`config.mk`:
```
export PLATFORM = sky130hd
export DESIGN_NAME = pwr_mode_ctrl_flat
export DESIGN_NICKNAME = d
export VERILOG_FILES = /design/src/core/pwr_ctrl_pkg.sv /design/src/core/pwr_link_if.sv /design/src/core/pwr_mode_ctrl.sv /design/src/flat_wrapper.sv
export VERILOG_INCLUDE_DIRS = /design/src /design/src/core
export SDC_FILE = /design/constraint.sdc
export NUM_CORES = 1
export LEC_CHECK = 0
export ABC_AREA = 1
export BUFFER_PORTS_ARGS = -buffer_cell sky130_fd_sc_hd__buf_2
export CAP_MARGIN = 20
export CELL_PAD_IN_SITES_DETAIL_PLACEMENT = 0
export CELL_PAD_IN_SITES_GLOBAL_PLACEMENT = 2
export CORE_MARGIN = 2
export CORE_UTILIZATION = 30
export CTS_CLUSTER_SIZE = 24
export DETAILED_ROUTE_END_ITERATION = 12
export PLACE_DENSITY = 0.82
export SLEW_MARGIN = 15
export SYNTH_ARGS = -nofsm -noshare
export SYNTH_HDL_FRONTEND = slang
export SYNTH_SLANG_ARGS = --single-unit
export TNS_END_PERCENT = 1
```
`constraint.sdc`:
```
create_clock -name clk -period 3.6 [get_ports clk]
set_input_delay 0.36 -clock clk [delete_from_list [all_inputs] [get_ports clk]]
set_output_delay 0.36 -clock clk [all_outputs]
set_load 0.01 [all_outputs]
```
`src/core/pwr_ctrl_params.svh`:
```
// Constants for the power mode and clock output controller.
`ifndef PWR_CTRL_PARAMS_SVH
`define PWR_CTRL_PARAMS_SVH
`define LP_SEL_STOP 3'h1
`define LP_SEL_SLEEP 3'h2
`define LP_SEL_IDLE 3'h3
`define CKO_SEL_SLOW 2'h0
`define CKO_SEL_HALF 2'h1
`define CKO_SEL_SYS 2'h2
`define CKO_SEL_PRESC 2'h3
`define WARMUP_W 20
`define WARMUP_DEFAULT 20'h00400
`endif

```
`src/core/pwr_ctrl_pkg.sv`:
```
// Types for the power mode and clock output controller.
package pwr_ctrl_pkg;
  typedef enum logic [4:0] {
    ST_NORMAL = 5'h01,
    ST_SLOW = 5'h02,
    ST_IDLE = 5'h04,
    ST_SLEEP = 5'h08,
    ST_STOP = 5'h10
  } pmode_t;
endpackage : pwr_ctrl_pkg

```
`src/core/pwr_link_if.sv`:
```
// Interface between the power controller and the core side that requests modes.
`timescale 1ns/1ns
`default_nettype none
interface pwr_link_if;
  logic [2:0] lp_sel;
  logic run_slow_req;
  logic wait_for_interrupt_instr;
  logic wait_for_event_instr;
  logic core_deep_sleep_bit;
  logic core_system_reset_request;
  logic wake_irq;
  logic [1:0] clk_out_sel;
  logic drive_en;
  logic core_halt;
  logic [4:0] mode;
  logic warmup_busy;
  modport dev (
    input lp_sel, run_slow_req, wait_for_interrupt_instr, wait_for_event_instr, core_deep_sleep_bit,
    input core_system_reset_request, wake_irq, clk_out_sel, drive_en,
    output core_halt, mode, warmup_busy
  );
  modport host (
    output lp_sel, run_slow_req, wait_for_interrupt_instr, wait_for_event_instr, core_deep_sleep_bit,
    output core_system_reset_request, wake_irq, clk_out_sel, drive_en,
    input core_halt, mode, warmup_busy
  );
endinterface : pwr_link_if
`default_nettype wire

```
`src/core/pwr_mode_ctrl.sv`:
```
// Device end: mode state machine, clock gating, warm-up and clock output mux.
// Behaviour
// - Output mux: slow, half, system, prescaler clock.
// - Prescaler clock output static in low-power modes.
// - Software sets port-K control and function bits.
// - NORMAL uses fast clock, SLOW uses slow.
// - IDLE, SLEEP and STOP halt the core.
// - No SLOW or SLEEP without slow clock.
// - Reset always starts in NORMAL mode.
// - SLOW stops fast clock, few units clocked.
// - Stop other peripherals before entering SLOW.
// - No core system reset while in SLOW.
// - Select field then wait instruction enters mode.
// - Reset or enabled interrupt leaves low-power mode.
// - Never enter low power by wait-for-event.
// - Keep the core deep-sleep bit cleared.
// - IDLE stops CPU; disabled peripherals freeze.
// - SLEEP keeps slow oscillator, RTC, CEC, remote.
// - SLEEP release returns to previous run mode.
// - STOP halts all circuits and oscillators.
// - STOP release returns to previous run mode.
// - STOP pins off unless drive bit set.
// - Unused debug pin set to general port.
// - Select codes: STOP 001, SLEEP 010, IDLE 011.
// - Auto warm-up after STOP or SLEEP to NORMAL.
`include "pwr_ctrl_params.svh"
`timescale 1ns/1ns
`default_nettype none
module pwr_mode_ctrl #(
  parameter logic [`WARMUP_W-1:0] WARMUP_CYCLES = `WARMUP_DEFAULT
) (
  input wire logic clk,
  input wire logic rst_n,
  pwr_link_if.dev link,
  input wire logic low_speed_clock,
  input wire logic prescaler_input_clock,
  input wire logic portk_bit1_output_ctrl,
  input wire logic portk_bit1_function_sel,
  input wire logic [7:0] periph_idle_en,
  input wire logic port_input_enable,
  input wire logic port_output_control,
  output logic clock_out_pin,
  output logic clock_out_oe,
  output logic fast_osc_en,
  output logic slow_osc_en,
  output logic sys_clk_from_slow,
  output logic [7:0] periph_clk_en,
  output logic aon_clk_en,
  output logic port_in_en,
  output logic port_out_en
);
  pwr_ctrl_pkg::pmode_t state_r;
  pwr_ctrl_pkg::pmode_t state_nxt;
  pwr_ctrl_pkg::pmode_t ret_r;
  logic [`WARMUP_W-1:0] wu_cnt_r;
  logic half_r;
  logic slow_s1_r;
  logic slow_s2_r;
  logic presc_s1_r;
  logic presc_s2_r;
  logic presc_hold_r;
  logic cko_r;
  logic div_r;
  logic wu_done_r;

  wire logic in_low = (state_r == pwr_ctrl_pkg::ST_IDLE) || (state_r == pwr_ctrl_pkg::ST_SLEEP)
                      || (state_r == pwr_ctrl_pkg::ST_STOP);
  wire logic warm = (wu_cnt_r != '0);
  wire logic enter = link.wait_for_interrupt_instr && !link.wait_for_event_instr
                     && !link.core_deep_sleep_bit;
  wire logic sel_stop = (link.lp_sel == `LP_SEL_STOP);
  wire logic sel_sleep = (link.lp_sel == `LP_SEL_SLEEP);
  wire logic sel_idle = (link.lp_sel == `LP_SEL_IDLE);
  wire logic ret_normal = (ret_r == pwr_ctrl_pkg::ST_NORMAL);
  // Only a wake from STOP, or from SLEEP back to NORMAL, waits for the warm-up count.
  wire logic need_warm = ((state_r == pwr_ctrl_pkg::ST_STOP)
                          || (state_r == pwr_ctrl_pkg::ST_SLEEP && ret_normal))
                         && (WARMUP_CYCLES != '0);
  wire logic last_tick = warm && (wu_cnt_r[`WARMUP_W-1:1] == '0);
  wire logic warm_start = link.wake_irq && need_warm
                          && !warm && !wu_done_r;
  wire logic leave_ok = link.wake_irq && !warm && (!need_warm || wu_done_r);

  // Run modes take a wait instruction; low-power modes leave only on a wake request.
  always_comb begin
    state_nxt = state_r;
    case (state_r)
      pwr_ctrl_pkg::ST_NORMAL: begin
        if (enter && sel_stop) begin
          state_nxt = pwr_ctrl_pkg::ST_STOP;
        end else if (enter && sel_sleep) begin
          state_nxt = pwr_ctrl_pkg::ST_SLEEP;
        end else if (enter && sel_idle) begin
          state_nxt = pwr_ctrl_pkg::ST_IDLE;
        end else if (link.run_slow_req) begin
          state_nxt = pwr_ctrl_pkg::ST_SLOW;
        end
      end
      pwr_ctrl_pkg::ST_SLOW: begin
        if (enter && sel_stop) begin
          state_nxt = pwr_ctrl_pkg::ST_STOP;
        end else if (enter && sel_sleep) begin
          state_nxt = pwr_ctrl_pkg::ST_SLEEP;
        end else if (enter && sel_idle) begin
          state_nxt = pwr_ctrl_pkg::ST_IDLE;
        end else if (!link.run_slow_req) begin
          state_nxt = pwr_ctrl_pkg::ST_NORMAL;
        end
      end
      pwr_ctrl_pkg::ST_IDLE, pwr_ctrl_pkg::ST_SLEEP, pwr_ctrl_pkg::ST_STOP: begin
        if (leave_ok) begin
          state_nxt = ret_r;
        end
      end
      default: begin
        state_nxt = pwr_ctrl_pkg::ST_NORMAL;
      end
    endcase
  end

  // The mode is taken once at entry; later select writes have no effect until release.
  always_ff @(posedge clk or negedge rst_n) begin
    if (!rst_n) begin
      state_r <= pwr_ctrl_pkg::ST_NORMAL;
      ret_r <= pwr_ctrl_pkg::ST_NORMAL;
    end else begin
      state_r <= state_nxt;
      // The run mode in force at entry is where a wake returns.
      if (!in_low && state_nxt != state_r && state_nxt != pwr_ctrl_pkg::ST_NORMAL
          && state_nxt != pwr_ctrl_pkg::ST_SLOW) begin
        ret_r <= state_r;
      end
    end
  end

  // Warm-up runs on wake from STOP, or from SLEEP back to NORMAL, before the clock resumes.
  always_ff @(posedge clk or negedge rst_n) begin
    if (!rst_n) begin
      wu_cnt_r <= '0;
    end else if (warm) begin
      wu_cnt_r <= wu_cnt_r - 1'b1;
    end else if (warm_start) begin
      wu_cnt_r <= WARMUP_CYCLES;
    end
  end

  // Remembers a finished warm-up until the mode is left, so the count runs once per wake.
  always_ff @(posedge clk or negedge rst_n) begin
    if (!rst_n) begin
      wu_done_r <= 1'b0;
    end else if (!in_low) begin
      wu_done_r <= 1'b0;
    end else if (last_tick) begin
      wu_done_r <= 1'b1;
    end
  end

  // Clock and port enables follow the mode; a running warm-up keeps its oscillator on.
  assign link.mode = state_r;
  assign link.warmup_busy = warm;
  assign link.core_halt = in_low || warm;
  assign fast_osc_en = (state_r == pwr_ctrl_pkg::ST_NORMAL) || (state_r == pwr_ctrl_pkg::ST_IDLE)
                       || (warm && ret_normal);
  assign slow_osc_en = (state_r != pwr_ctrl_pkg::ST_STOP) || warm;
  assign sys_clk_from_slow = (state_r == pwr_ctrl_pkg::ST_SLOW)
                             || (in_low && !ret_normal);
  assign periph_clk_en = (state_r == pwr_ctrl_pkg::ST_NORMAL) ? 8'hff :
                         (state_r == pwr_ctrl_pkg::ST_IDLE) ? periph_idle_en : 8'h00;
  assign aon_clk_en = (state_r != pwr_ctrl_pkg::ST_STOP);
  assign port_in_en = (state_r != pwr_ctrl_pkg::ST_STOP) || (link.drive_en && port_input_enable);
  assign port_out_en = (state_r != pwr_ctrl_pkg::ST_STOP) || (link.drive_en && port_output_control);

  // Pin-sourced clocks pass two flip-flops before use.
  always_ff @(posedge clk or negedge rst_n) begin
    if (!rst_n) begin
      half_r <= 1'b0;
      div_r <= 1'b0;
      slow_s1_r <= 1'b0;
      slow_s2_r <= 1'b0;
      presc_s1_r <= 1'b0;
      presc_s2_r <= 1'b0;
      presc_hold_r <= 1'b0;
      cko_r <= 1'b0;
    end else begin
      // The half-rate output toggles on every second edge.
      div_r <= ~div_r;
      half_r <= half_r ^ div_r;
      slow_s1_r <= low_speed_clock;
      slow_s2_r <= slow_s1_r;
      presc_s1_r <= prescaler_input_clock;
      presc_s2_r <= presc_s1_r;
      if (!in_low) begin
        presc_hold_r <= presc_s2_r;
      end
      case (link.clk_out_sel)
        `CKO_SEL_SLOW: cko_r <= slow_s2_r;
        `CKO_SEL_HALF: cko_r <= half_r;
        `CKO_SEL_SYS: cko_r <= ~cko_r;
        default: cko_r <= presc_hold_r;
      endcase
    end
  end

  assign clock_out_pin = cko_r;
  assign clock_out_oe = portk_bit1_output_ctrl && portk_bit1_function_sel;
endmodule : pwr_mode_ctrl
`default_nettype wire

```
`src/flat_wrapper.sv`:
```
// flat-port wrapper written by rule: the top's interface ports become plain ports
module pwr_mode_ctrl_flat 
#(
  parameter logic [`WARMUP_W-1:0] WARMUP_CYCLES = `WARMUP_DEFAULT
)
  (clk, rst_n, low_speed_clock, prescaler_input_clock, portk_bit1_output_ctrl, portk_bit1_function_sel, periph_idle_en, port_input_enable, port_output_control, clock_out_pin, clock_out_oe, fast_osc_en, slow_osc_en, sys_clk_from_slow, periph_clk_en, aon_clk_en, port_in_en, port_out_en, link_lp_sel, link_run_slow_req, link_wait_for_interrupt_instr, link_wait_for_event_instr, link_core_deep_sleep_bit, link_core_system_reset_request, link_wake_irq, link_clk_out_sel, link_drive_en, link_core_halt, link_mode, link_warmup_busy);
  pwr_link_if link_i ();
  input wire logic clk;
  input wire logic rst_n;
  input wire logic low_speed_clock;
  input wire logic prescaler_input_clock;
  input wire logic portk_bit1_output_ctrl;
  input wire logic portk_bit1_function_sel;
  input wire logic [7:0] periph_idle_en;
  input wire logic port_input_enable;
  input wire logic port_output_control;
  output logic clock_out_pin;
  output logic clock_out_oe;
  output logic fast_osc_en;
  output logic slow_osc_en;
  output logic sys_clk_from_slow;
  output logic [7:0] periph_clk_en;
  output logic aon_clk_en;
  output logic port_in_en;
  output logic port_out_en;
  input wire logic [$bits(link_i.lp_sel)-1:0] link_lp_sel;
  input wire logic [$bits(link_i.run_slow_req)-1:0] link_run_slow_req;
  input wire logic [$bits(link_i.wait_for_interrupt_instr)-1:0] link_wait_for_interrupt_instr;
  input wire logic [$bits(link_i.wait_for_event_instr)-1:0] link_wait_for_event_instr;
  input wire logic [$bits(link_i.core_deep_sleep_bit)-1:0] link_core_deep_sleep_bit;
  input wire logic [$bits(link_i.core_system_reset_request)-1:0] link_core_system_reset_request;
  input wire logic [$bits(link_i.wake_irq)-1:0] link_wake_irq;
  input wire logic [$bits(link_i.clk_out_sel)-1:0] link_clk_out_sel;
  input wire logic [$bits(link_i.drive_en)-1:0] link_drive_en;
  output wire logic [$bits(link_i.core_halt)-1:0] link_core_halt;
  output wire logic [$bits(link_i.mode)-1:0] link_mode;
  output wire logic [$bits(link_i.warmup_busy)-1:0] link_warmup_busy;
  assign link_i.lp_sel = link_lp_sel;
  assign link_i.run_slow_req = link_run_slow_req;
  assign link_i.wait_for_interrupt_instr = link_wait_for_interrupt_instr;
  assign link_i.wait_for_event_instr = link_wait_for_event_instr;
  assign link_i.core_deep_sleep_bit = link_core_deep_sleep_bit;
  assign link_i.core_system_reset_request = link_core_system_reset_request;
  assign link_i.wake_irq = link_wake_irq;
  assign link_i.clk_out_sel = link_clk_out_sel;
  assign link_i.drive_en = link_drive_en;
  assign link_core_halt = link_i.core_halt;
  assign link_mode = link_i.mode;
  assign link_warmup_busy = link_i.warmup_busy;
  pwr_mode_ctrl #(.WARMUP_CYCLES(WARMUP_CYCLES)) u_core (.clk(clk), .rst_n(rst_n), .link(link_i), .low_speed_clock(low_speed_clock), .prescaler_input_clock(prescaler_input_clock), .portk_bit1_output_ctrl(portk_bit1_output_ctrl), .portk_bit1_function_sel(portk_bit1_function_sel), .periph_idle_en(periph_idle_en), .port_input_enable(port_input_enable), .port_output_control(port_output_control), .clock_out_pin(clock_out_pin), .clock_out_oe(clock_out_oe), .fast_osc_en(fast_osc_en), .slow_osc_en(slow_osc_en), .sys_clk_from_slow(sys_clk_from_slow), .periph_clk_en(periph_clk_en), .aon_clk_en(aon_clk_en), .port_in_en(port_in_en), .port_out_en(port_out_en));
endmodule
```
Word-level counts from Yosys, hierarchy flattened
Index checks and enable logic that the tools add are counted.
{"block": "classes", "n_reduce_logical": 43, "muxes": 17, "bitwise_logic": 3, "n_addsub": 1, "eq_ne": 16}
{"cell": "5-bit two-way mux", "n": 9}
{"cell": "20-bit two-way mux", "n": 2}
{"cell": "1-bit logical AND", "n": 20}
{"cell": "20-bit nonzero test", "n": 1}
{"cell": "20-bit by 1-bit subtractor with 20-bit output, second input constant", "n": 1}
{"cell": "19-bit logical NOT", "n": 1}
{"cell": "8-bit two-way mux", "n": 2}
{"cell": "5-bit one-hot mux with 3 select lines", "n": 1}
{"cell": "1-bit logical OR", "n": 11}
{"cell": "5-bit by 1-bit == test with 1-bit output, second input constant", "n": 2}
{"cell": "1-bit logical NOT", "n": 7}
{"cell": "3-bit by 2-bit == test with 1-bit output, second input constant", "n": 2}
{"cell": "5-bit by 2-bit == test with 1-bit output, second input constant", "n": 1}
{"cell": "5-bit by 3-bit == test with 1-bit output, second input constant", "n": 1}
{"cell": "5-bit by 4-bit == test with 1-bit output, second input constant", "n": 1}
{"cell": "5-bit == test, second input constant", "n": 1}
{"cell": "5-bit by 1-bit != test with 1-bit output, second input constant", "n": 1}
{"cell": "5-bit by 2-bit != test with 1-bit output, second input constant", "n": 1}
{"cell": "5-bit != test", "n": 1}
{"cell": "5-bit != test, second input constant", "n": 1}
{"cell": "3-bit by 1-bit == test with 1-bit output, second input constant", "n": 1}
{"cell": "1-bit one-hot mux with 3 select lines", "n": 1}
{"cell": "3-bit OR reduction", "n": 1}
{"cell": "2-bit by 1-bit == test with 1-bit output, second input constant", "n": 1}
{"cell": "other kinds (7)", "n": 9}
{"block": "totals", "out_inout_bits": 23, "inputBits": 28, "regBits": 39}

Longest topological paths before layout
Gate-level depths: netlist of the first run.
{"block": "logic_depth", "ltp_word": 12, "mapped_depth": 17, "mapped_depth_nobuf": 17}

Least setup slack after synthesis of the first run
OpenSTA, ideal clock, no wires.
{"block": "synth_timing", "path_kind": "register -> register", "startpoint": "register u_core.wu_cnt_r[0]", "endpoint": "register u_core.ret_r[1]", "required_time_ns": 3.483, "path_stages_with_launch": 16, "n_path_buf": 0, "arrival_time_ns": 1.787, "path_slack_ns": 1.697, "path_cell_list": "dfrtp_1 > inv_1 > ha_1 > nand2_1 > nor2_2 > nand3_4 > nor2_8 > a21oi_1 > nor2_1 > nor2_4 > nand2_2 > nor2_4 > nand2_4 > nand2_2 > nand2_1 > nand2_1"}
{"block": "synth_via", "elab_chain_len": 10}
{"element": "start: declaration", "line_no": "pwr_mode_ctrl.sv:55", "source": "logic [`WARMUP_W-1:0] wu_cnt_r;"}
{"element": "start signal: assignment", "line_no": "pwr_mode_ctrl.sv:141", "source": "wu_cnt_r <= wu_cnt_r - 1'b1;"}
{"element": "20-bit nonzero test (*)", "line_no": "pwr_mode_ctrl.sv:68", "source": "wire logic warm = (wu_cnt_r != '0);"}
{"element": "named net link_warmup_busy", "line_no": "flat_wrapper.sv:37", "source": "output wire logic [$bits(link_i.warmup_busy)-1:0] link_warmup_busy;"}
{"element": "1-bit logical NOT (*)", "line_no": "pwr_mode_ctrl.sv:82", "source": "wire logic leave_ok = link.wake_irq && !warm && (!need_warm || wu_done_r);"}
{"element": "1-bit logical AND (*) (2 in a row)", "line_no": "pwr_mode_ctrl.sv:82"}
{"element": "5-bit two-way mux (*)", "line_no": "pwr_mode_ctrl.sv:111", "source": "if (leave_ok) begin"}
{"element": "5-bit one-hot mux with 3 select lines (*)", "line_no": "pwr_mode_ctrl.sv:87", "source": "case (state_r)"}
{"element": "5-bit != test", "line_no": "pwr_mode_ctrl.sv:129", "source": "if (!in_low && state_nxt != state_r && state_nxt != pwr_ctrl_pkg::ST_NORMAL"}
{"element": "1-bit logical AND (2 in a row)", "line_no": "pwr_mode_ctrl.sv:129"}
{"element": "1-bit logical AND (*)", "line_no": "pwr_mode_ctrl.sv:130", "source": "&& state_nxt != pwr_ctrl_pkg::ST_SLOW) begin"}
{"element": "end signal: assignment", "line_no": "pwr_mode_ctrl.sv:125", "source": "ret_r <= pwr_ctrl_pkg::ST_NORMAL;"}
{"element": "end signal: assignment", "line_no": "pwr_mode_ctrl.sv:131", "source": "ret_r <= state_r;"}
{"element": "end: declaration", "line_no": "pwr_mode_ctrl.sv:54", "source": "pwr_ctrl_pkg::pmode_t ret_r;"}
Mark *: on every way through the listed nets, which the timed path passes. The rest lies on a longest branch.
A chain may end at the register's enable or synchronous reset.

Worst setup path after layout of the first run
{"block": "layout_timing", "startpoint": "register u_core.state_r[0], in the netlist u_core.link.mode[0]", "endpoint": "output port sys_clk_from_slow"}
{"block": "layout_via", "elab_chain_len": 5}
{"element": "start: declaration", "line_no": "pwr_mode_ctrl.sv:52", "source": "pwr_ctrl_pkg::pmode_t state_r;"}
{"element": "start signal: assignment", "line_no": "pwr_mode_ctrl.sv:124", "source": "state_r <= pwr_ctrl_pkg::ST_NORMAL;"}
{"element": "start signal: assignment", "line_no": "pwr_mode_ctrl.sv:127", "source": "state_r <= state_nxt;"}
{"element": "5-bit by 3-bit == test with 1-bit output / 5-bit by 4-bit == test with 1-bit output (equally long branches)", "line_no": "pwr_mode_ctrl.sv:66", "source": "wire logic in_low = (state_r == pwr_ctrl_pkg::ST_IDLE) || (state_r == pwr_ctrl_pkg::ST_SLEEP)"}
{"element": "1-bit logical OR", "line_no": "pwr_mode_ctrl.sv:66"}
{"element": "1-bit logical OR", "line_no": "pwr_mode_ctrl.sv:67", "source": "|| (state_r == pwr_ctrl_pkg::ST_STOP);"}
{"element": "1-bit logical AND", "line_no": "pwr_mode_ctrl.sv:166", "source": "|| (in_low && !ret_normal);"}
{"element": "1-bit logical OR (*)", "line_no": "pwr_mode_ctrl.sv:166"}
{"element": "end: declaration", "line_no": "flat_wrapper.sv:21", "source": "output logic sys_clk_from_slow;"}
Every way passes the cells marked *; elsewhere a longest branch is shown, timed or not.

==> results by group, run 1 <==
Logic synthesis
  • Top cells by area, synth: dfrtp_1, nand2_1, inv_1, xor2_1, nor2_1
  • Yosys top cell area share: 0.403
  • Mapped Nets: 311
  • Multiplexer share of the synthesized area: 0.00435
  • Asr flop ratio synth: 1.00
  • XOR/XNOR Fraction of Synth Area: 0.0686
  • Compound-gate portion of the synthesized area: 0.0582
  • Ys Warns: 0
  • Post-synth top flop: dfrtp_1
  • Mean post-synth cell area: 8.18 sq um
  • Synth Cell Area: 2300 sq um
  • Unique masters post-synth: 32
  • Top-count cell post-synth: nand2_1
  • Post-synth EDFFs: 0
  • Synth Instances: 281
  • Simple-gate share of the synthesized area: 0.355
  • Synth area leader: dfrtp_1
  • Largest family of logic cells by synthesized area: simple AND/OR/NAND/NOR gates
  • Sequential fraction of the synthesis area: 0.426
  • Post-synthesis adder-cell area fraction: 0.0109
  • Post-synth top cells: nand2_1, dfrtp_1, inv_1
  • Seq cells post-synth: 39

Drt
  • ANT nets after route: 0
  • Pre-antenna DRT Iters: 4
  • Drt drc: 0
  • WL per Instance: 11.2 um
  • Vias post-DR: 1894
  • Post-Route WL: 4880 um
  • Vias/cell: 4.33
  • Detailed Route Iter0 Violations: 51

Worst setup path
  • Slowest Stage Delay on Critical Path: 0.61 ns
  • CP Launch Type: flip-flop
  • Family with the most delay on the worst path: flip-flops
  • CP Max Fanout: 10
  • Critical path buffers and inverters: 4
  • Critical path arrival: 1.96 ns
  • Crit path cell chain: nor2_2 > nand4_1 > inv_2 > nor2_2 > buf_4 > inv_2 > nand2_1 > nand2_1 > buf_2
  • CP max-delay cell: dfstp_2
  • Setup crit end kind: primary output
  • WP data required: 3.24 ns
  • R2R depth: 15
  • CP Class: reg -> out
  • Cell count along the critical path: 9

Clock network
  • Reg clk slew, reported paths: 0.08 ns
  • CTS H-Tree Depth: 2
  • CTS tree: built
  • Clock Sinks: 39
  • Clock latency on the worst-skew pair: 0.29 ns
  • Num CTS Buffers: 5
  • Post-CTS Hold Buffers: 0
  • Post-CTS Setup Bufs: 0
  • CTS max path bufs: 2
  • Resize count post-CTS: 0
  • CTS root buf: clkbuf_8

Final layout
  • Fill cell count: 786
  • Biggest register: u_core.wu_cnt_r
  • Layout cells sized above 1: 0.302
  • Fin util: 0.380
  • P&R area growth vs syn: 21.2%
  • Final nets: 367
  • Fin area: 2790 sq um
  • Register area: 978 sq um
  • Max reg flops: 20
  • Area of the multi-input gates: 1140 sq um
  • N_diodes: 0

Die
  • Row cnt: 31
  • Initial core utilization: 0.314
  • Die height: 91.5 um
  • Die ar.: 8380 sq um
  • Die X: 91.5 um
  • Core area: 7330 sq um
  • Ports: 51

Timing
  • Worst slew pin tran: 0.856 ns
  • Slew Viols, Final: 0
  • Final period utilization: 0.645
  • Final hold violations: 0
  • Setup TNS: 0 ns
  • Fmax: 431 MHz
  • Slew headroom: 0.429
  • Setup violators final: 0
  • RSZ-0062 raised after global routing: no
  • Max Clock Skew: 0.00249 ns
  • Tmin final: 2.32 ns

Global routing
  • Gr ovfl total: 0
  • First-pass GRT wire length: 8630 um
  • Initial antenna violation count: 0
  • Number of global-route vias before repair: 1918
  • Largest net degree at the start of global routing: 40
  • GRT Overall Usage: 0.127

Hold path
  • Worst min-delay path class: in -> reg
  • Hold path depth: 1

Placement
  • Global placement routability congestion: 0.770
  • Detailed placer's ending HPWL: 3850 um
  • Placed instance area: 2670 sq um
  • Port Buf Inserts: 49

Power
  • Power density cells: 682 nW/um^2
  • Total power: 1900 uW
  • Static Leakage: 0.00141 uW
  • Max VDD drop: 269 uV

Run status
  • Outcome: complete, no violations

Job
  • Max-cap violations: 0
## metal layers
metal,up-vias,wire [um],share of wire,global-route usage
li1,1002,-,-,-
met1,867,2320,0.48,0.163
met2,21,2360,0.48,0.213
met3,4,152,0.031,0.0315
met4,0,38,0.0078,0.0303
met5,-,0,0,0
## final timing paths
check                               startpoint                  end  slack [ns]
min reg2reg                  u_core.presc_s1_r    u_core.presc_s2_r        0.35
max in group asynchronous                rst_n  u_core.link.mode[4]        2.89
min in group asynchronous                rst_n  u_core.wu_cnt_r[19]        0.18
max                        u_core.link.mode[0]    sys_clk_from_slow        1.28
max reg2reg                u_core.link.mode[1]      u_core.ret_r[1]        1.43
min                            low_speed_clock     u_core.slow_s1_r        0.17
## stage by stage
| step | cells | setup slack, ns | hold slack, ns |
|---|---|---|---|
| global route | 437 | 1.12 | 0.170 |
| finish | 437 | 1.28 | 0.172 |
| floorplan | 281 | 1.70 | 0.0644 |
| CTS | 437 | 1.24 | 0.165 |
| global placement | 429 | 1.42 | 0.333 |
| detailed placement | 429 | 1.41 | 0.335 |
## layout by cell type (no fill, tap or decap), drive strengths merged
| cell | instances |
|---|---|
| nor3 | 5 |
| mux2i | 1 |
| o21bai | 1 |
| buf | 50 |
| nand2 | 74 |
| bufinv | 1 |
| xor2 | 14 |
| o22ai | 1 |
| clkbuf | 6 |
| inv | 45 |
| xnor2 | 4 |
| a21oi | 10 |
| nor2 | 39 |
| nor3b | 2 |
| clkinv | 1 |
| nand3 | 19 |
| dfstp | 2 |
| o21ai | 8 |
| ha | 2 |
| dfrtp | 37 |
| nand4 | 7 |
| nor4 | 7 |
| o211ai | 2 |
## report_power, final
group	internal [uW]	switching (uW)	total, uW
Clock	224	155	380
Combinational	312	485	797
Sequential	578	146	723
Total	1110	786	1900
## logic make-up (layout without fill, tap and decap cells)
kind of cell    count (synthesis)  after routing
compound gates                 22             22
xor+xnor                       18             18
fa+ha+maj                       2              2
buf+inv                        46            103
flops                          39             39
mux                             1              1
simple gates                  153            153
## cell type report
cell class	count	share of cell area
Multi-Input combinational cell	196	0.411
Tap cell	99	0.0445
Timing Repair Buffer	50	0.0907
Clock buffer	6	0.0296
Sequential cell	39	0.351
Clock inverter	2	0.0126
Inverter	45	0.0606
No activity file was read; power rests on OpenSTA's default activity.
==> run 2, diff against run 1 <==
--- a/config.mk
+++ b/config.mk
@@ -12,10 +12,10 @@
 export CELL_PAD_IN_SITES_DETAIL_PLACEMENT = 0
 export CELL_PAD_IN_SITES_GLOBAL_PLACEMENT = 2
 export CORE_MARGIN = 2
-export CORE_UTILIZATION = 30
+export CORE_UTILIZATION = 28
 export CTS_CLUSTER_SIZE = 24
 export DETAILED_ROUTE_END_ITERATION = 12
-export PLACE_DENSITY = 0.82
+export PLACE_DENSITY = 0.8
 export SLEW_MARGIN = 15
 export SYNTH_ARGS = -nofsm -noshare
 export SYNTH_HDL_FRONTEND = slang
==> constraint.sdc (replaced) <==
create_clock -name clk -period 2.1 [get_ports clk]
set_input_delay 0.21 -clock clk [delete_from_list [all_inputs] [get_ports clk]]
set_output_delay 0.21 -clock clk [all_outputs]
set_load 0.01 [all_outputs]
==> run 2 against run 1 <==
Combinational power grew 120%; critical path depth grew 5; clock-buffer cell count shrank 1; wire length grew 8.2%; cell count grew 8.0%; largest cell class unchanged; largest power group unchanged.
==> results by group, run 2 (synthesis results as in run 1) <==
Timing
  • Final hold violations: 0
  • Setup TNS: 0 ns
  • Setup violators final: 0
  • Slew headroom: 0.677
  • RSZ-0062 raised after global routing: yes
  • Max Clock Skew: 0.0151 ns
  • Worst slew pin tran: 0.480 ns
  • Fmax: 511 MHz
  • Tmin final: 1.96 ns
  • Final period utilization: 0.932
  • Slew Viols, Final: 0

Final layout
  • Final nets: 396
  • Most frequent cells in the layout: nand2_1, buf_2, dfrtp_1
  • Fin area: 3070 sq um
  • N_diodes: 0
  • Max reg flops: 20
  • Most common cell after layout, fill and taps aside: nand2_1
  • Layout cells sized above 1: 0.392
  • P&R area growth vs syn: 33.5%
  • Biggest register: u_core.wu_cnt_r

Global routing
  • Number of global-route vias before repair: 1805
  • First-pass GRT wire length: 8480 um
  • Largest net degree at the start of global routing: 24
  • GRT Overall Usage: 0.122
  • Gr ovfl total: 0
  • Initial antenna violation count: 0

Clock network
  • Clock latency on the worst-skew pair: 0.31 ns
  • Reg clk slew, reported paths: 0.08 ns
  • CTS root buf: clkbuf_8
  • CTS H-Tree Depth: 2
  • Num CTS Buffers: 5
  • Clock Sinks: 39
  • CTS max path bufs: 2
  • CTS tree: built

Die
  • Core area: 8090 sq um
  • Die height: 94.6 um
  • Ports: 51
  • Die ar.: 8950 sq um
  • Row cnt: 33
  • Initial core utilization: 0.284
  • Die X: 94.6 um

Drt
  • Drt drc: 0
  • Post-Route WL: 5280 um
  • WL per Instance: 11.2 um
  • Detailed Route Iter0 Violations: 52
  • Vias post-DR: 2017
  • Pre-antenna DRT Iters: 4
  • Vias/cell: 4.27
  • ANT nets after route: 0

Worst setup path
  • Internal reg-to-reg setup slack: 0.14 ns
  • CP Launch Type: flip-flop
  • Critical path buffers and inverters: 0
  • CP Max Fanout: 7
  • CP max-delay cell: dfrtp_1
  • Critical path arrival: 2.16 ns
  • Slowest Stage Delay on Critical Path: 0.44 ns
  • WP data required: 2.30 ns
  • Family with the most delay on the worst path: simple AND/OR/NAND/NOR gates
  • Setup crit end kind: flip-flop
  • Worst reg2reg startpoint: u_core.wu_cnt_r[2]
  • CP Class: reg -> reg
  • FF-to-FF End: u_core.ret_r[1]
  • R2R depth: 14
  • Crit path cell chain: nor2_4 > nand2_2 > nor2_4 > nand3_4 > nor2_8 > nand2_4 > a21oi_2 > o21ai_2 > nand2_1 > nor2_4 > nand2_4 > nand2_2 > nand2_1 > nand2_1

Run status
  • Outcome: complete, no violations

Hold path
  • Hold path depth: 1
  • Worst min-delay path class: in -> reg
  • Hold_sp: prescaler_input_clock
  • WHS Endpoint: u_core.presc_s1_r

Placement
  • Port Buf Inserts: 49
  • Detailed placer's ending HPWL: 4100 um
  • Placed instance area: 2800 sq um
  • Global placement routability congestion: 0.723

Power
  • Power density cells: 1170 nW/um^2
  • Max VDD drop: 314 uV
  • Static Leakage: 0.00155 uW

Job
  • Max-cap violations: 0
[run 2: changes by cell type in the layout (fill, tap and decap cells not counted), sizes merged]
cell / delta
clkbuf: -1
inv: +1
dlygate4sd3: +2
buf: +27
[run 2: layout make-up]
class / count / area (sq um)
fillers: 870 / 5020
multi-input cells: 196 / 1200
flip-flops and latches: 39 / 981
repair buffers: 79 / 475
inverters: 45 / 169
well taps: 105 / 131
clock buffers: 5 / 68.8
clock inverters: 3 / 47.5
[run 2: what timing repair did]
item / CTS / global route
pin swaps: 0 / 10
gates resized for setup: 1 / 17
hold buffers: 1 / 1
setup buffers: 0 / 11
setup endpoints to repair: 1 / 11
endpoints found under the hold margin: 16 / 1
[run 2: where the power goes]
part           total [uW]  switching, uW  internal, uW
Combinational        1750            972           778
Sequential           1180            191           992
Clock                 663            302           360
Total                3600           1470          2130
[run 2: per-stage QoR]
| step | setup slack [ns] | util | instances | total power [uW] | hold WS, ns |
|---|---|---|---|---|---|
| 2_1_floorplan | 0.197 | - | 281 | 2240 | -0.0856 |
| 3_3_place_gp | 0.104 | 0.345 | 451 | 2780 | 0.155 |
| 3_5_place_dp | 0.0869 | 0.345 | 451 | 2790 | 0.157 |
| 4_1_cts | 0.0485 | 0.361 | 460 | 3460 | 0.00347 |
| 5_1_grt | -0.0105 | 0.379 | 472 | 3920 | 0.00741 |
| 6_report | 0.142 | 0.379 | 472 | 3600 | 0.0186 |
[run 2: worst max path at each step]
stage | start | to | cells past startpoint
after floorplan | u_core.wu_cnt_r[0] | u_core.ret_r[1] | 15
after global placement | u_core.wu_cnt_r[1] | u_core.ret_r[1] | 15
after detailed placement | u_core.wu_cnt_r[1] | u_core.ret_r[1] | 15
after CTS | u_core.wu_cnt_r[1] | fast_osc_en | 9
after global routing | u_core.wu_cnt_r[9] | u_core.ret_r[1] | 16
final | u_core.wu_cnt_r[2] | u_core.ret_r[1] | 14
[run 2: routing by layer]
metal  track usage  part of all wire  vias up
li1              -                 -     1058
met1         0.152              0.44      925
met2         0.202              0.50       27
met3        0.0287             0.039        7
met4        0.0507             0.015        0
met5             0                 0        -
[run 2: worst register-to-register path: cells and delay by family (launching register included)]
kind / cells / cell delay [ns]
flip-flops: 1 / 0.44
AO/OA/AOI/OAI: 2 / 0.20
AND/OR/NAND/NOR: 12 / 1.21
==> run 3, diff against run 2 <==
--- a/config.mk
+++ b/config.mk
@@ -15,6 +15,7 @@
 export CORE_UTILIZATION = 28
 export CTS_CLUSTER_SIZE = 24
 export DETAILED_ROUTE_END_ITERATION = 12
+export HOLD_SLACK_MARGIN = 0.1
 export PLACE_DENSITY = 0.8
 export SLEW_MARGIN = 15
 export SYNTH_ARGS = -nofsm -noshare
==> run 3 against run 2 <==
Critical path depth stayed put; global-route usage unchanged; die area stayed put; clock skew about the same; clock power hardly changed; design area up 0.33%; maximum frequency stayed put; setup slack about the same; wire length about the same; register-to-register slack is essentially flat; first-iteration DRC count grew 3.8%; sequential power hardly changed; highest routed layer unchanged.
==> results by group, run 3 (synthesis results as in run 1) <==
Timing
  • Slew headroom: 0.677
  • Fmax: 511 MHz
  • Slew Viols, Final: 0
  • WHS: 0.155 ns
  • Final period utilization: 0.932
  • Setup violators final: 0
  • RSZ-0062 raised after global routing: yes
  • Final hold violations: 0
  • Tmin final: 1.96 ns
  • Max Clock Skew: 0.0151 ns
  • Worst slew pin tran: 0.480 ns

Power
  • Sw Ratio: 0.408
  • Clock power share: 0.184
  • Power density cells: 1170 nW/um^2
  • Comb power frac: 0.487
  • Sw Pwr: 1470 uW
  • Total power: 3600 uW
  • Cell-internal power: 2130 uW
  • Seq pwr share: 0.329
  • Max VDD drop: 314 uV
  • Static Leakage: 0.00155 uW

Clock network
  • Clock latency on the worst-skew pair: 0.31 ns
  • Clock Sinks: 39
  • CTS max path bufs: 2
  • Reg clk slew, reported paths: 0.08 ns
  • CTS tree: built
  • CTS H-Tree Depth: 2
  • CTS root buf: clkbuf_8
  • Num CTS Buffers: 5

Final layout
  • Most frequent cells in the layout: nand2_1, buf_2, dfrtp_1
  • Layout cells sized above 1: 0.391
  • Final nets: 397
  • Area of the multi-input gates: 1200 sq um
  • Biggest register: u_core.wu_cnt_r
  • P&R area growth vs syn: 34.0%
  • Fill cell count: 869
  • N_diodes: 0
  • Register area: 981 sq um
  • Max reg flops: 20
  • Most common cell after layout, fill and taps aside: nand2_1
  • Fin util: 0.380

Die
  • Die ar.: 8950 sq um
  • Core area: 8090 sq um
  • Die X: 94.6 um
  • Die height: 94.6 um
  • Row cnt: 33
  • Initial core utilization: 0.284
  • Ports: 51

Worst setup path
  • Setup crit end kind: flip-flop
  • CP Max Fanout: 7
  • Slowest Stage Delay on Critical Path: 0.44 ns
  • Family with the most delay on the worst path: simple AND/OR/NAND/NOR gates
  • Crit path cell chain: nor2_4 > nand2_2 > nor2_4 > nand3_4 > nor2_8 > nand2_4 > a21oi_2 > o21ai_2 > nand2_1 > nor2_4 > nand2_4 > nand2_2 > nand2_1 > nand2_1
  • Critical path buffers and inverters: 0
  • Critical path arrival: 2.16 ns
  • CP Class: reg -> reg
  • CP Launch Type: flip-flop
  • CP max-delay cell: dfrtp_1
  • WP data required: 2.30 ns

Drt
  • Detailed Route Iter0 Violations: 54
  • Highest metal used: met4
  • Post-Route WL: 5280 um
  • WL per Instance: 11.2 um
  • Vias post-DR: 2020
  • DR WL met2: 2660 um
  • M1 wire length: 2340 um
  • Vias/cell: 4.27
  • Met3 wire length: 198 um
  • Drt drc: 0
  • ANT nets after route: 0
  • Pre-antenna DRT Iters: 4

Placement
  • Detailed placer's ending HPWL: 4100 um
  • Global placement routability congestion: 0.723
  • Port Buf Inserts: 49

Hold path
  • Worst min-delay path class: in -> reg

Global routing
  • GRT Overall Usage: 0.122
  • First-pass GRT wire length: 8480 um
  • Largest net degree at the start of global routing: 24
  • Number of global-route vias before repair: 1805
  • Gr ovfl total: 0
  • Initial antenna violation count: 0

Run status
  • Outcome: complete, no violations

Job
  • Max-cap violations: 0
==> run 3: worst reg2reg max path, delay by kind of cell, from the launching register on <==
kind            cells  cell delay [ns]
flops               1             0.44
compound gates      2             0.20
simple gates       12             1.21
==> run 3: routing by layer <==
metal | vias up | global-route usage
li1 | 1060 | -
met1 | 928 | 0.152
met2 | 25 | 0.202
met3 | 7 | 0.0287
met4 | 0 | 0.0507
met5 | - | 0
==> run 3: final cells by class <==
class                           instances  area share
Multi-Input combinational cell        196       0.388
Sequential cell                        39       0.319
Timing Repair Buffer                   80       0.158
Inverter                               45      0.0549
Tap cell                              105      0.0427
Clock buffer                            5      0.0223
Clock inverter                          3      0.0154
==> run 3: through the flow <==
step	setup WS [ns]	setup TNS, ns	instance area (sq um)	cells
floorplan	0.197	0	2300	281
global placement	0.104	0	2800	451
detailed placement	0.0869	0	2800	451
CTS	0.0485	0	2940	462
global route	-0.0105	-0.0205	3080	473
finish	0.142	0	3080	473
==> run 3: what timing repair did <==
action | 4_1_cts | 5_1_grt
hold buffers | 3 | 0
endpoints found under the hold margin | 18 | 0
resized for setup | 1 | 17
setup endpoints to repair | 1 | 11
pin swaps | 0 | 10
setup buffers | 0 | 11
==> run 3: power groups by stage <==
stage	clock network (uW)	logic (uW)	registers [uW]
3_5_place_dp	0	1580	1210
2_1_floorplan	0	1030	1210
5_1_grt	717	1990	1210
6_report	663	1750	1180
3_3_place_gp	0	1560	1210
4_1_cts	678	1590	1200
==> run 3: worst paths after layout <==
kind	startpoint	end	slack, ns	cells past startpoint
worst min-delay path	link_clk_out_sel[1]	u_core.clock_out_pin	0.16	3
min in group asynchronous	rst_n	u_core.wu_cnt_r[1]	0.35	2
worst max-delay path	u_core.wu_cnt_r[2]	u_core.ret_r[1]	0.14	14
max in group asynchronous	rst_n	u_core.link.mode[0]	1.06	3
worst max register to register	u_core.wu_cnt_r[2]	u_core.ret_r[1]	0.14	14
worst min register to register	u_core.slow_s1_r	u_core.slow_s2_r	0.36	0
